[src/logic/oapse_pkg.sv]
// Package of opcode patterns, field positions and reset values for the OR and page executor
package oapse_pkg;
   localparam int OAPSE_IW = 12;
   localparam int OAPSE_DW = 8;
   localparam int OAPSE_PW = 3;
   localparam int OAPSE_FW = 5;
   localparam int OAPSE_LW = 9;
   // OR into accumulator from file register: 0001 000f ffff
   localparam logic [11:0] OAPSE_OR_FILE_MASK = 12'hfe0;
   localparam logic [11:0] OAPSE_OR_FILE_PAT = 12'h100;
   // OR into accumulator from immediate: 1101 kkkk kkkk
   localparam logic [11:0] OAPSE_OR_IMM_MASK = 12'hf00;
   localparam logic [11:0] OAPSE_OR_IMM_PAT = 12'hd00;
   // Page load: 0000 0001 0nnn
   localparam logic [11:0] OAPSE_PAGE_MASK = 12'hff8;
   localparam logic [11:0] OAPSE_PAGE_PAT = 12'h010;
   // Field positions
   localparam int OAPSE_FILE_LSB = 0;
   localparam int OAPSE_IMM_LSB = 0;
   localparam int OAPSE_PAGE_LSB = 0;
   localparam int OAPSE_STATUS_PAGE_LSB = 5;
   localparam int OAPSE_ADDR_PAGE_LSB = 9;
   // Reset values and result constants
   localparam logic [7:0] OAPSE_ACC_RST = 8'h00;
   localparam logic OAPSE_ZERO_RST = 1'b0;
   localparam logic [2:0] OAPSE_PAGE_RST = 3'h0;
   localparam logic [11:0] OAPSE_BRANCH_RST = 12'h000;
   localparam logic [7:0] OAPSE_ZERO_VALUE = 8'h00;
   // Every instruction of the block retires in one cycle
   localparam int OAPSE_EXEC_CYCLES = 1;
   typedef enum logic [1:0] {
      OAPSE_OP_NONE = 2'b00,
      OAPSE_OP_OR_FILE = 2'b01,
      OAPSE_OP_OR_IMM = 2'b10,
      OAPSE_OP_PAGE = 2'b11
   } oapse_op_t;
endpackage

[src/logic/oapse_exec.sv]
// Executor for the two OR-into-accumulator forms and the page load
//
// How it works
// - Opcode 0001 000f ffff ORs the accumulator with the addressed file register into the accumulator in one cycle, the file register untouched.
// - Both OR forms set the zero flag when the result is 00h and clear it otherwise, touching no other flag.
// - Opcode 1101 kkkk kkkk ORs the accumulator with the low eight opcode bits into the accumulator in one cycle.
// - Opcode 0000 0001 0nnn copies its 3-bit field into status bits 7 to 5, touching no flag, in one cycle.
// - The page field forms program address bits 11 to 9 of every later jump or call.
`timescale 1ns/10ps
`default_nettype none
module oapse_exec (
   input wire logic clock,
   input wire logic arst_n,
   input wire logic instr_valid,
   input wire logic [11:0] instr,
   output logic [4:0] file_addr,
   input wire logic [7:0] file_operand,
   input wire logic branch_req,
   input wire logic [8:0] branch_low,
   output logic [7:0] accum,
   output logic zero_flag,
   output logic [7:0] status_page,
   output logic [2:0] program_bank_select_bits,
   output logic [11:0] branch_addr,
   output logic branch_valid,
   output logic retired
);
   typedef struct packed {
      logic [7:0] acc;
      logic zero;
      logic [2:0] page;
      logic [11:0] baddr;
      logic bvalid;
      logic done;
   } oapse_state_t;

   oapse_state_t cur;
   oapse_state_t next_cur;
   oapse_pkg::oapse_op_t op;
   logic [7:0] imm;
   logic [2:0] page_field;
   logic [7:0] or_result;

   function automatic logic is_zero(input logic [7:0] value);
      return value == oapse_pkg::OAPSE_ZERO_VALUE;
   endfunction

   function automatic logic is_or(input oapse_pkg::oapse_op_t code);
      return code == oapse_pkg::OAPSE_OP_OR_FILE || code == oapse_pkg::OAPSE_OP_OR_IMM;
   endfunction

   oapse_decode u_decode (
      .instr(instr),
      .op(op),
      .file_addr(file_addr),
      .imm(imm),
      .page(page_field)
   );

   // File operand is read combinationally so the OR still retires in one cycle
   always_comb begin
      if (op == oapse_pkg::OAPSE_OP_OR_FILE) begin
         or_result = cur.acc | file_operand;
      end else begin
         or_result = cur.acc | imm;
      end
   end

   always_comb begin
      next_cur = cur;
      next_cur.done = 1'b0;
      next_cur.bvalid = 1'b0;
      if (instr_valid) begin
         next_cur.done = 1'b1;
         case (op)
            oapse_pkg::OAPSE_OP_OR_FILE,
            oapse_pkg::OAPSE_OP_OR_IMM: begin
               next_cur.acc = or_result;
               next_cur.zero = is_zero(or_result);
            end
            oapse_pkg::OAPSE_OP_PAGE: begin
               next_cur.page = page_field;
            end
            default: begin
               next_cur.done = 1'b0;
            end
         endcase
      end
      // Uses the page held now; a page load in this same cycle applies from the next one
      if (branch_req) begin
         next_cur.baddr = {cur.page, branch_low};
         next_cur.bvalid = 1'b1;
      end
   end

   always_ff @(posedge clock or negedge arst_n) begin
      if (!arst_n) begin
         cur.acc <= oapse_pkg::OAPSE_ACC_RST;
         cur.zero <= oapse_pkg::OAPSE_ZERO_RST;
         cur.page <= oapse_pkg::OAPSE_PAGE_RST;
         cur.baddr <= oapse_pkg::OAPSE_BRANCH_RST;
         cur.bvalid <= 1'b0;
         cur.done <= 1'b0;
      end else begin
         cur <= next_cur;
      end
   end

   assign accum = cur.acc;
   assign zero_flag = cur.zero;
   assign program_bank_select_bits = cur.page;
   // Only the page field of the status byte lives here; the rest reads zero
   assign status_page = 8'(cur.page) << oapse_pkg::OAPSE_STATUS_PAGE_LSB;
   assign branch_addr = cur.baddr;
   assign branch_valid = cur.bvalid;
   assign retired = cur.done;

   or_file_result_a: assert property (@(posedge clock) disable iff (!arst_n)
      instr_valid && op == oapse_pkg::OAPSE_OP_OR_FILE
      |=> accum == ($past(accum) | $past(file_operand)) && retired);

   or_imm_result_a: assert property (@(posedge clock) disable iff (!arst_n)
      instr_valid && op == oapse_pkg::OAPSE_OP_OR_IMM
      |=> accum == ($past(accum) | $past(instr[7:0])) && retired);

   zero_flag_set_a: assert property (@(posedge clock) disable iff (!arst_n)
      instr_valid && is_or(op)
      |=> zero_flag == (accum == 8'h00));

   zero_flag_hold_a: assert property (@(posedge clock) disable iff (!arst_n)
      !(instr_valid && is_or(op))
      |=> $stable(zero_flag) && $stable(accum));

   page_load_a: assert property (@(posedge clock) disable iff (!arst_n)
      instr_valid && op == oapse_pkg::OAPSE_OP_PAGE
      |=> program_bank_select_bits == $past(instr[2:0]) && status_page[7:5] == $past(instr[2:0])
          && $stable(zero_flag) && $stable(accum));

   page_hold_a: assert property (@(posedge clock) disable iff (!arst_n)
      !(instr_valid && op == oapse_pkg::OAPSE_OP_PAGE) |=> $stable(program_bank_select_bits));

   branch_page_a: assert property (@(posedge clock) disable iff (!arst_n)
      branch_req |=> branch_valid && branch_addr[11:9] == $past(program_bank_select_bits)
          && branch_addr[8:0] == $past(branch_low));

   page_then_branch_a: assert property (@(posedge clock) disable iff (!arst_n)
      instr_valid && op == oapse_pkg::OAPSE_OP_PAGE ##1 branch_req
      |=> branch_addr[11:9] == $past(instr[2:0], 2));

   // Decode checked against raw opcode bits so a wrong package mask shows up
   or_file_decode_a: assert property (@(posedge clock) disable iff (!arst_n)
      (op == oapse_pkg::OAPSE_OP_OR_FILE) == (instr[11:5] == 7'h08))
      else $error("file OR decode disagrees with opcode bits");

   or_imm_decode_a: assert property (@(posedge clock) disable iff (!arst_n)
      (op == oapse_pkg::OAPSE_OP_OR_IMM) == (instr[11:8] == 4'hd))
      else $error("immediate OR decode disagrees with opcode bits");

   page_decode_a: assert property (@(posedge clock) disable iff (!arst_n)
      (op == oapse_pkg::OAPSE_OP_PAGE) == (instr[11:3] == 9'h002))
      else $error("page decode disagrees with opcode bits");

   file_addr_wire_a: assert property (@(posedge clock) disable iff (!arst_n)
      file_addr == instr[4:0])
      else $error("file address does not follow opcode field");

   imm_field_a: assert property (@(posedge clock) disable iff (!arst_n)
      imm == instr[7:0])
      else $error("immediate field does not follow opcode");

   page_field_a: assert property (@(posedge clock) disable iff (!arst_n)
      page_field == instr[2:0])
      else $error("page field does not follow opcode");

   retire_known_a: assert property (@(posedge clock) disable iff (!arst_n)
      instr_valid && op != oapse_pkg::OAPSE_OP_NONE
      |=> retired)
      else $error("recognised instruction did not retire in one cycle");

   retire_quiet_a: assert property (@(posedge clock) disable iff (!arst_n)
      !(instr_valid && op != oapse_pkg::OAPSE_OP_NONE)
      |=> !retired)
      else $error("retire pulse without a recognised instruction");

   refused_hold_a: assert property (@(posedge clock) disable iff (!arst_n)
      instr_valid && op == oapse_pkg::OAPSE_OP_NONE
      |=> $stable(accum) && $stable(zero_flag) && $stable(program_bank_select_bits))
      else $error("foreign opcode changed state");

   or_keeps_page_a: assert property (@(posedge clock) disable iff (!arst_n)
      instr_valid && is_or(op)
      |=> $stable(program_bank_select_bits))
      else $error("OR changed the page field");

   zero_clear_imm_a: assert property (@(posedge clock) disable iff (!arst_n)
      instr_valid && op == oapse_pkg::OAPSE_OP_OR_IMM && instr[7:0] != 8'h00
      |=> !zero_flag)
      else $error("zero flag set after nonzero immediate OR");

   zero_set_imm_a: assert property (@(posedge clock) disable iff (!arst_n)
      instr_valid && op == oapse_pkg::OAPSE_OP_OR_IMM
      && accum == 8'h00 && instr[7:0] == 8'h00
      |=> zero_flag)
      else $error("zero flag clear after zero immediate OR");

   zero_clear_file_a: assert property (@(posedge clock) disable iff (!arst_n)
      instr_valid && op == oapse_pkg::OAPSE_OP_OR_FILE && file_operand != 8'h00
      |=> !zero_flag)
      else $error("zero flag set after nonzero file OR");

   // Back to back ORs must each retire; no bubble is allowed
   back_to_back_or_a: assert property (@(posedge clock) disable iff (!arst_n)
      instr_valid && is_or(op) ##1 instr_valid && is_or(op)
      |=> retired && $past(retired))
      else $error("back to back OR lost a retire pulse");

   status_view_a: assert property (@(posedge clock) disable iff (!arst_n)
      status_page == {program_bank_select_bits, 5'h00})
      else $error("status view does not show the page field alone");

   branch_quiet_a: assert property (@(posedge clock) disable iff (!arst_n)
      !branch_req
      |=> !branch_valid && $stable(branch_addr))
      else $error("branch output moved without a request");
endmodule
`default_nettype wire

[src/logic/oapse_decode.sv]
// Opcode decoder for the OR and page executor
`timescale 1ns/10ps
`default_nettype none
module oapse_decode (
   input wire logic [11:0] instr,
   output oapse_pkg::oapse_op_t op,
   output logic [4:0] file_addr,
   output logic [7:0] imm,
   output logic [2:0] page
);
   always_comb begin
      if ((instr & oapse_pkg::OAPSE_OR_FILE_MASK) == oapse_pkg::OAPSE_OR_FILE_PAT) begin
         op = oapse_pkg::OAPSE_OP_OR_FILE;
      end else if ((instr & oapse_pkg::OAPSE_OR_IMM_MASK) == oapse_pkg::OAPSE_OR_IMM_PAT) begin
         op = oapse_pkg::OAPSE_OP_OR_IMM;
      end else if ((instr & oapse_pkg::OAPSE_PAGE_MASK) == oapse_pkg::OAPSE_PAGE_PAT) begin
         op = oapse_pkg::OAPSE_OP_PAGE;
      end else begin
         op = oapse_pkg::OAPSE_OP_NONE;
      end
   end
   assign file_addr = instr[oapse_pkg::OAPSE_FILE_LSB +: oapse_pkg::OAPSE_FW];
   assign imm = instr[oapse_pkg::OAPSE_IMM_LSB +: oapse_pkg::OAPSE_DW];
   assign page = instr[oapse_pkg::OAPSE_PAGE_LSB +: oapse_pkg::OAPSE_PW];
endmodule
`default_nettype wire

[config.mk]
export PLATFORM = sky130hd
export DESIGN_NAME = oapse_exec
export DESIGN_NICKNAME = d
export VERILOG_FILES = /design/src/logic/oapse_pkg.sv /design/src/logic/oapse_exec.sv /design/src/logic/oapse_decode.sv
export SDC_FILE = /design/constraint.sdc
export NUM_CORES = 1
export LEC_CHECK = 0
export ABC_AREA = 0
export BUFFER_PORTS_ARGS = -buffer_cell sky130_fd_sc_hd__buf_4
export CAP_MARGIN = 5
export CORE_MARGIN = 1
export CORE_UTILIZATION = 50
export CTS_BUF_LIST = sky130_fd_sc_hd__clkbuf_4
export CTS_CLUSTER_SIZE = 25
export DETAILED_ROUTE_END_ITERATION = 10
export PLACE_DENSITY = 0.95
export SYNTH_ARGS = -nofsm -noshare
export SYNTH_HDL_FRONTEND = slang
export SYNTH_HIERARCHICAL = 1
export SYNTH_SLANG_ARGS = --single-unit
[constraint.sdc]
create_clock -name clock -period 2.4 [get_ports clock]
set_input_delay 0 -clock clock [delete_from_list [all_inputs] [get_ports clock]]
set_output_delay 0 -clock clock [all_outputs]
set_load 0.02 [all_outputs]
==> impl_metrics.env, run 1 <==
export IMPL_syn_to_final_growth_pct=52.6
export IMPL_timing_final_ws_setup_ps=-20.9
export IMPL_synth_cell_types=21
export IMPL_critPathLaunchType="input pin"
export IMPL_fin_nets=228
export IMPL_min_path_type="in -> reg"
export IMPL_clk_latency_ps=340
export IMPL_crit_fanout=11
export IMPL_die_area_um2=2920
export IMPL_finalInstanceArea_um2=2060
export IMPL_fin_worst_skew_ps=1.84
export IMPL_drive_gt1_frac=0.482
export IMPL_io_pin_count=72
export IMPL_syn_inst=113
export IMPL_fin_crit_sh=1.01
export IMPL_die_height_um=54.0
export IMPL_worstHoldStart="instr[3]"
export IMPL_vias=1185
export IMPL_htree_num_levels=1
export IMPL_synthesis_area_um2=1350
export IMPL_total_power_mw=1.08
export IMPL_grt_remaining_overflow=0
export IMPL_clkTransAtPathRegs_ps=150
export IMPL_wl_mm=4.04
export IMPL_postLayoutCoreUtil=0.818
export IMPL_finalNonFillerCells=221
export IMPL_ant_nets=0
export IMPL_clk_path_buf_depth=2
export IMPL_ys_seq_area_frac=0.481
export IMPL_path_class="in -> reg"
export IMPL_ys_async_sr_fraction=1.00
export IMPL_place_inst=188
export IMPL_outcome="finished with violations"
export IMPL_holdWs_ps=1.89
export IMPL_grt_usage=0.258
export IMPL_dp_hpwl_mm=2.29
export IMPL_r2r_end="zero_flag$_DFFE_PN0P_"
export IMPL_final_cell_mix="buf_4, dlygate4sd3_1, dfrtp_1"
export IMPL_synth_edf_count=0
export IMPL_cts_tree="done"
export IMPL_violations="setup timing"
export IMPL_port_buffers=66
export IMPL_coreArea_um2=2520
export IMPL_r2r_start="accum[4]$_DFFE_PN0P_"
export IMPL_end_kind="flip-flop"
export IMPL_crit_arrival_ps=2660
export IMPL_power_density_nw_per_um2=523
export IMPL_r2r_slack_ps=1120
export IMPL_cts_root_buffer="clkbuf_4"
export IMPL_p_leak_nw=0.983
export IMPL_via_per_inst=5.36
export IMPL_clock_sinks=26
export IMPL_startpoint="instr[7]"
export IMPL_yosys_register_bits=26
export IMPL_slew_violations=0
export IMPL_grt_antenna_before_repair=0
export IMPL_initial_utilization=0.536
export IMPL_drt_wirelength_per_cell_um=18.3
export IMPL_syn_area_per_cell_um2=12.0
export IMPL_grt_max_degree=27
export IMPL_rows=18
export IMPL_vdd_drop_max_mv=0.427
export IMPL_dr_pass1_iters=4
export IMPL_grt_pass1_wl_mm=5.15
export IMPL_grt_pass1_vias=1132
export IMPL_final_hold_viol_count=0
export IMPL_cts_buffers=3
export IMPL_antenna_cells=0
export IMPL_min_period_ps=2420
export IMPL_dr_first_iter_drc_count=23
export IMPL_drc=0
export IMPL_die_w_um=54.0
export IMPL_fmax_ghz=0.413
export IMPL_routabilityCongestion=0.845
export IMPL_endpoint="accum[6]$_DFFE_PN0P_"
export IMPL_ys_flop_type="dfrtp_1"
export IMPL_dpl_instance_area_um2=1720
export IMPL_finalSetupViolCount=1
export IMPL_required_ps=2640
export IMPL_drv_cap=0
export IMPL_reg2regPathDepth=3
export IMPL_yosys_warnings=6
export IMPL_layout_commonest_cell="buf_4"
-- cell usage after synthesis, types with 2 or more instances --
| cell | count | area share |
|---|---|---|
| dfrtp_1 | 26 | 0.48 |
| buf_4 | 24 | 0.13 |
| mux2_2 | 15 | 0.12 |
| mux2i_1 | 8 | 0.059 |
| o21bai_1 | 8 | 0.044 |
| nand2_1 | 5 | 0.014 |
| inv_1 | 4 | 0.011 |
| nor4_1 | 4 | 0.018 |
| ha_1 | 3 | 0.028 |
| nor2_1 | 3 | 0.0083 |
| buf_2 | 2 | 0.0074 |
| o41ai_2 | 2 | 0.024 |
-- through the flow --
stage               setup WS [ps]  TNS [ps]
finish                      -20.9     -20.9
global route                -25.5     -43.1
CTS                          68.6         0
detailed placement            267         0
global placement              391         0
floorplan                     558         0
-- kinds of logic (layout without fill, tap and decap cells) --
family / after synthesis / count (layout) / share of synthesized area
multiplexers: 23 / 23 / 0.184
other: 1 / 5 / 0.00277
AO/OA/AOI/OAI: 13 / 13 / 0.0842
flip-flops: 26 / 26 / 0.481
AND/OR/NAND/NOR: 17 / 17 / 0.0685
buffers and inverters: 30 / 104 / 0.152
adder cells (fa/ha/maj): 3 / 3 / 0.0278
-- metal layers --
layer / up-vias / GRT usage / part of all wire
met5: - / 0 / 0
met4: 0 / 0.171 / 0.037
met3: 15 / 0.0452 / 0.045
met2: 55 / 0.457 / 0.54
met1: 595 / 0.277 / 0.38
li1: 520 / - / -
-- registers in the layout (all words and copies together) (netlist names) --
signal                    count
branch_addr                  12
accum                         8
program_bank_select_bits      3
branch_valid                  1
retired                       1
zero_flag                     1
-- critical path, cell delays in order --
cell and delay, ps:
dlygate4sd3_1 540, buf_4 160, nor4_4 170, nand2_2 120, o41ai_4 340, inv_1 130, ha_2 200, buf_6 150
mux2i_1 190, dlygate4sd3_1 580, o21bai_1 60
-- power breakdown --
part / leakage [nW] / internal (mW) / switching (mW)
sequential: 0.317 / 0.489 / 0.0402
clock: 0.0154 / 0.0614 / 0.146
combinational: 0.651 / 0.176 / 0.167
-- layout make-up --
cell class	count	area, µm²
timing repair buffer	96	792
inverter	4	15.0
sequential	26	651
fill	135	458
clock inverter	1	3.75
tap	30	37.5
multi-input combinational	61	543
clock buffer	3	22.5
-- worst min-delay path by stage --
stage / end / slack [ps] / cells after the start
after global placement: branch_addr[5]$_DFFE_PN0P_ / -90 / 1
after floorplan: accum[0]$_DFFE_PN0P_ / -300 / 0
after global routing: accum[3]$_DFFE_PN0P_ / 80 / 3
after CTS: accum[0]$_DFFE_PN0P_ / 9 / 3
after detailed placement: branch_addr[7]$_DFFE_PN0P_ / -70 / 1
final: accum[3]$_DFFE_PN0P_ / 2 / 3
-- repair_timing --
action                     4_1_cts  5_1_grt
setup endpoints to repair        0        5
hold buffers                    27        1
gates resized for setup          0        6
setup buffers                    0        2
hold endpoints to repair        48        1
Power figures use the tool's default switching activity.
==> run 2: changes to the inputs <==
--- a/config.mk
+++ b/config.mk
@@ -14,7 +14,9 @@
 export CTS_CLUSTER_SIZE = 25
 export DETAILED_ROUTE_END_ITERATION = 10
 export PLACE_DENSITY = 0.95
+export SETUP_SLACK_MARGIN = 0.4
 export SYNTH_ARGS = -nofsm -noshare
 export SYNTH_HDL_FRONTEND = slang
 export SYNTH_HIERARCHICAL = 1
 export SYNTH_SLANG_ARGS = --single-unit
+export TNS_END_PERCENT = 100
==> run 2 against run 1 <==
  * First-iteration DRC count is 13% lower
  * Clock skew hardly changed
  * Sequential power hardly changed
  * The run now ends clean
  * Sequential cell count stayed put
  * Critical path depth is 1 lower
  * Worst hold slack better by 100 ps
  * Clock-buffer cell count stayed put
  * Global-route usage is 0.96 points higher
  * Via count is 0.34% higher
  * Final cell count is 0.45% higher
  * Routed wire length is 0.47% lower
==> impl_metrics.env, run 2 (synthesis results as in run 1) <==
export IMPL_outcome="finished, final reports clean"
export IMPL_syn_to_final_growth_pct=53.4
export IMPL_vias=1189
export IMPL_rows=18
export IMPL_cts_tree="done"
export IMPL_drc=0
export IMPL_slew_violations=0
export IMPL_crit_fanout=11
export IMPL_ant_nets=0
export IMPL_grt_remaining_overflow=0
export IMPL_p_leak_nw=0.988
export IMPL_grt_pass1_vias=1128
export IMPL_rsz0062_at_grt="no"
export IMPL_initial_utilization=0.536
export IMPL_power_density_nw_per_um2=518
export IMPL_end_kind="flip-flop"
export IMPL_min_period_ps=1950
export IMPL_cts_buffers=3
export IMPL_die_area_um2=2920
export IMPL_fin_nets=229
export IMPL_grt_usage=0.267
export IMPL_vdd_drop_max_mv=0.450
export IMPL_timing_final_ws_setup_ps=447
export IMPL_drt_wirelength_per_cell_um=18.1
export IMPL_io_pin_count=72
export IMPL_die_height_um=54.0
export IMPL_final_cell_mix="buf_4, dlygate4sd3_1, dfrtp_1"
export IMPL_clk_path_buf_depth=2
export IMPL_largest_reg_flops=12
export IMPL_drive_gt1_frac=0.479
export IMPL_crit_arrival_ps=2180
export IMPL_grt_max_degree=27
export IMPL_dr_pass1_iters=4
export IMPL_required_ps=2630
export IMPL_clk_latency_ps=340
export IMPL_min_path_type="in -> async"
export IMPL_fin_worst_skew_ps=2.17
export IMPL_clock_sinks=26
export IMPL_via_per_inst=5.36
export IMPL_wl_mm=4.02
export IMPL_critPathLaunchType="input pin"
export IMPL_holdWs_ps=104
export IMPL_layout_commonest_cell="buf_4"
export IMPL_cts_root_buffer="clkbuf_4"
export IMPL_finalSetupViolCount=0
export IMPL_grt_antenna_before_repair=0
export IMPL_grt_pass1_wl_mm=5.24
export IMPL_clkTransAtPathRegs_ps=150
export IMPL_drv_cap=0
export IMPL_htree_num_levels=1
export IMPL_port_buffers=66
export IMPL_place_ws_ps=267
export IMPL_routabilityCongestion=0.845
export IMPL_fin_tns_setup_ps=0
export IMPL_dr_first_iter_drc_count=20
export IMPL_dp_hpwl_mm=2.29
export IMPL_coreArea_um2=2520
export IMPL_antenna_cells=0
export IMPL_path_class="in -> reg"
export IMPL_final_hold_viol_count=0
export IMPL_fin_crit_sh=0.814
export IMPL_fmax_ghz=0.512
export IMPL_die_w_um=54.0
export IMPL_total_power_mw=1.08
## run 2: stage by stage
stage | cell area [µm²] | utilization | instances
after global routing | 2070 | 0.822 | 222
after CTS | 2010 | 0.799 | 219
final | 2070 | 0.822 | 222
after global placement | 1720 | 0.681 | 188
after detailed placement | 1720 | 0.681 | 188
after floorplan | 1370 | - | 117
## run 2: repair_timing
action                                  4_1_cts  5_1_grt
endpoints found under the hold margin        48        1
hold buffers                                 27        1
setup buffers                                 0        2
endpoints found under the setup margin        0        5
gates resized for setup                       0        6
## run 2: final cells by class
| class | count | area (µm²) |
|---|---|---|
| repair buffers | 97 | 802 |
| clock inverters | 1 | 3.75 |
| multi-input cells | 61 | 543 |
| fillers | 137 | 448 |
| clock buffers | 3 | 22.5 |
| flip-flops and latches | 26 | 651 |
| inverters | 4 | 15.0 |
| well taps | 30 | 37.5 |
## run 2: report_power, final
| group | leakage [nW] | switching (mW) | internal [mW] |
|---|---|---|---|
| combinational | 0.655 | 0.167 | 0.177 |
| sequential | 0.317 | 0.0403 | 0.489 |
| clock | 0.0154 | 0.141 | 0.0613 |
## run 2: metal layers
layer / share of wire / track usage / routed length [µm]
met5: 0 / 0 / 0
met4: 0.032 / 0.175 / 128
met3: 0.034 / 0.0424 / 135
met2: 0.55 / 0.484 / 2220
met1: 0.38 / 0.282 / 1540
## run 2: worst paths after layout
path	cells after the start	from	end	slack, ps
worst min register to register	1	branch_addr[2]$_DFFE_PN0P_	branch_addr[2]$_DFFE_PN0P_	530
worst min-delay path	2	arst_n	accum[1]$_DFFE_PN0P_	100
worst max-delay path	10	instr[9]	accum[3]$_DFFE_PN0P_	450
min in group clock	4	instr[6]	zero_flag$_DFFE_PN0P_	160
worst max register to register	3	accum[4]$_DFFE_PN0P_	zero_flag$_DFFE_PN0P_	1150
max in group asynchronous	2	arst_n	branch_addr[4]$_DFFE_PN0P_	2040
## run 2: worst max-delay path, cell delays in order
cell	delay [ps]
buf_4	120
nor4_4	290
nand2_2	110
o41ai_4	320
inv_1	120
ha_2	210
buf_6	160
mux2i_1	180
dlygate4sd3_1	600
o21bai_1	70
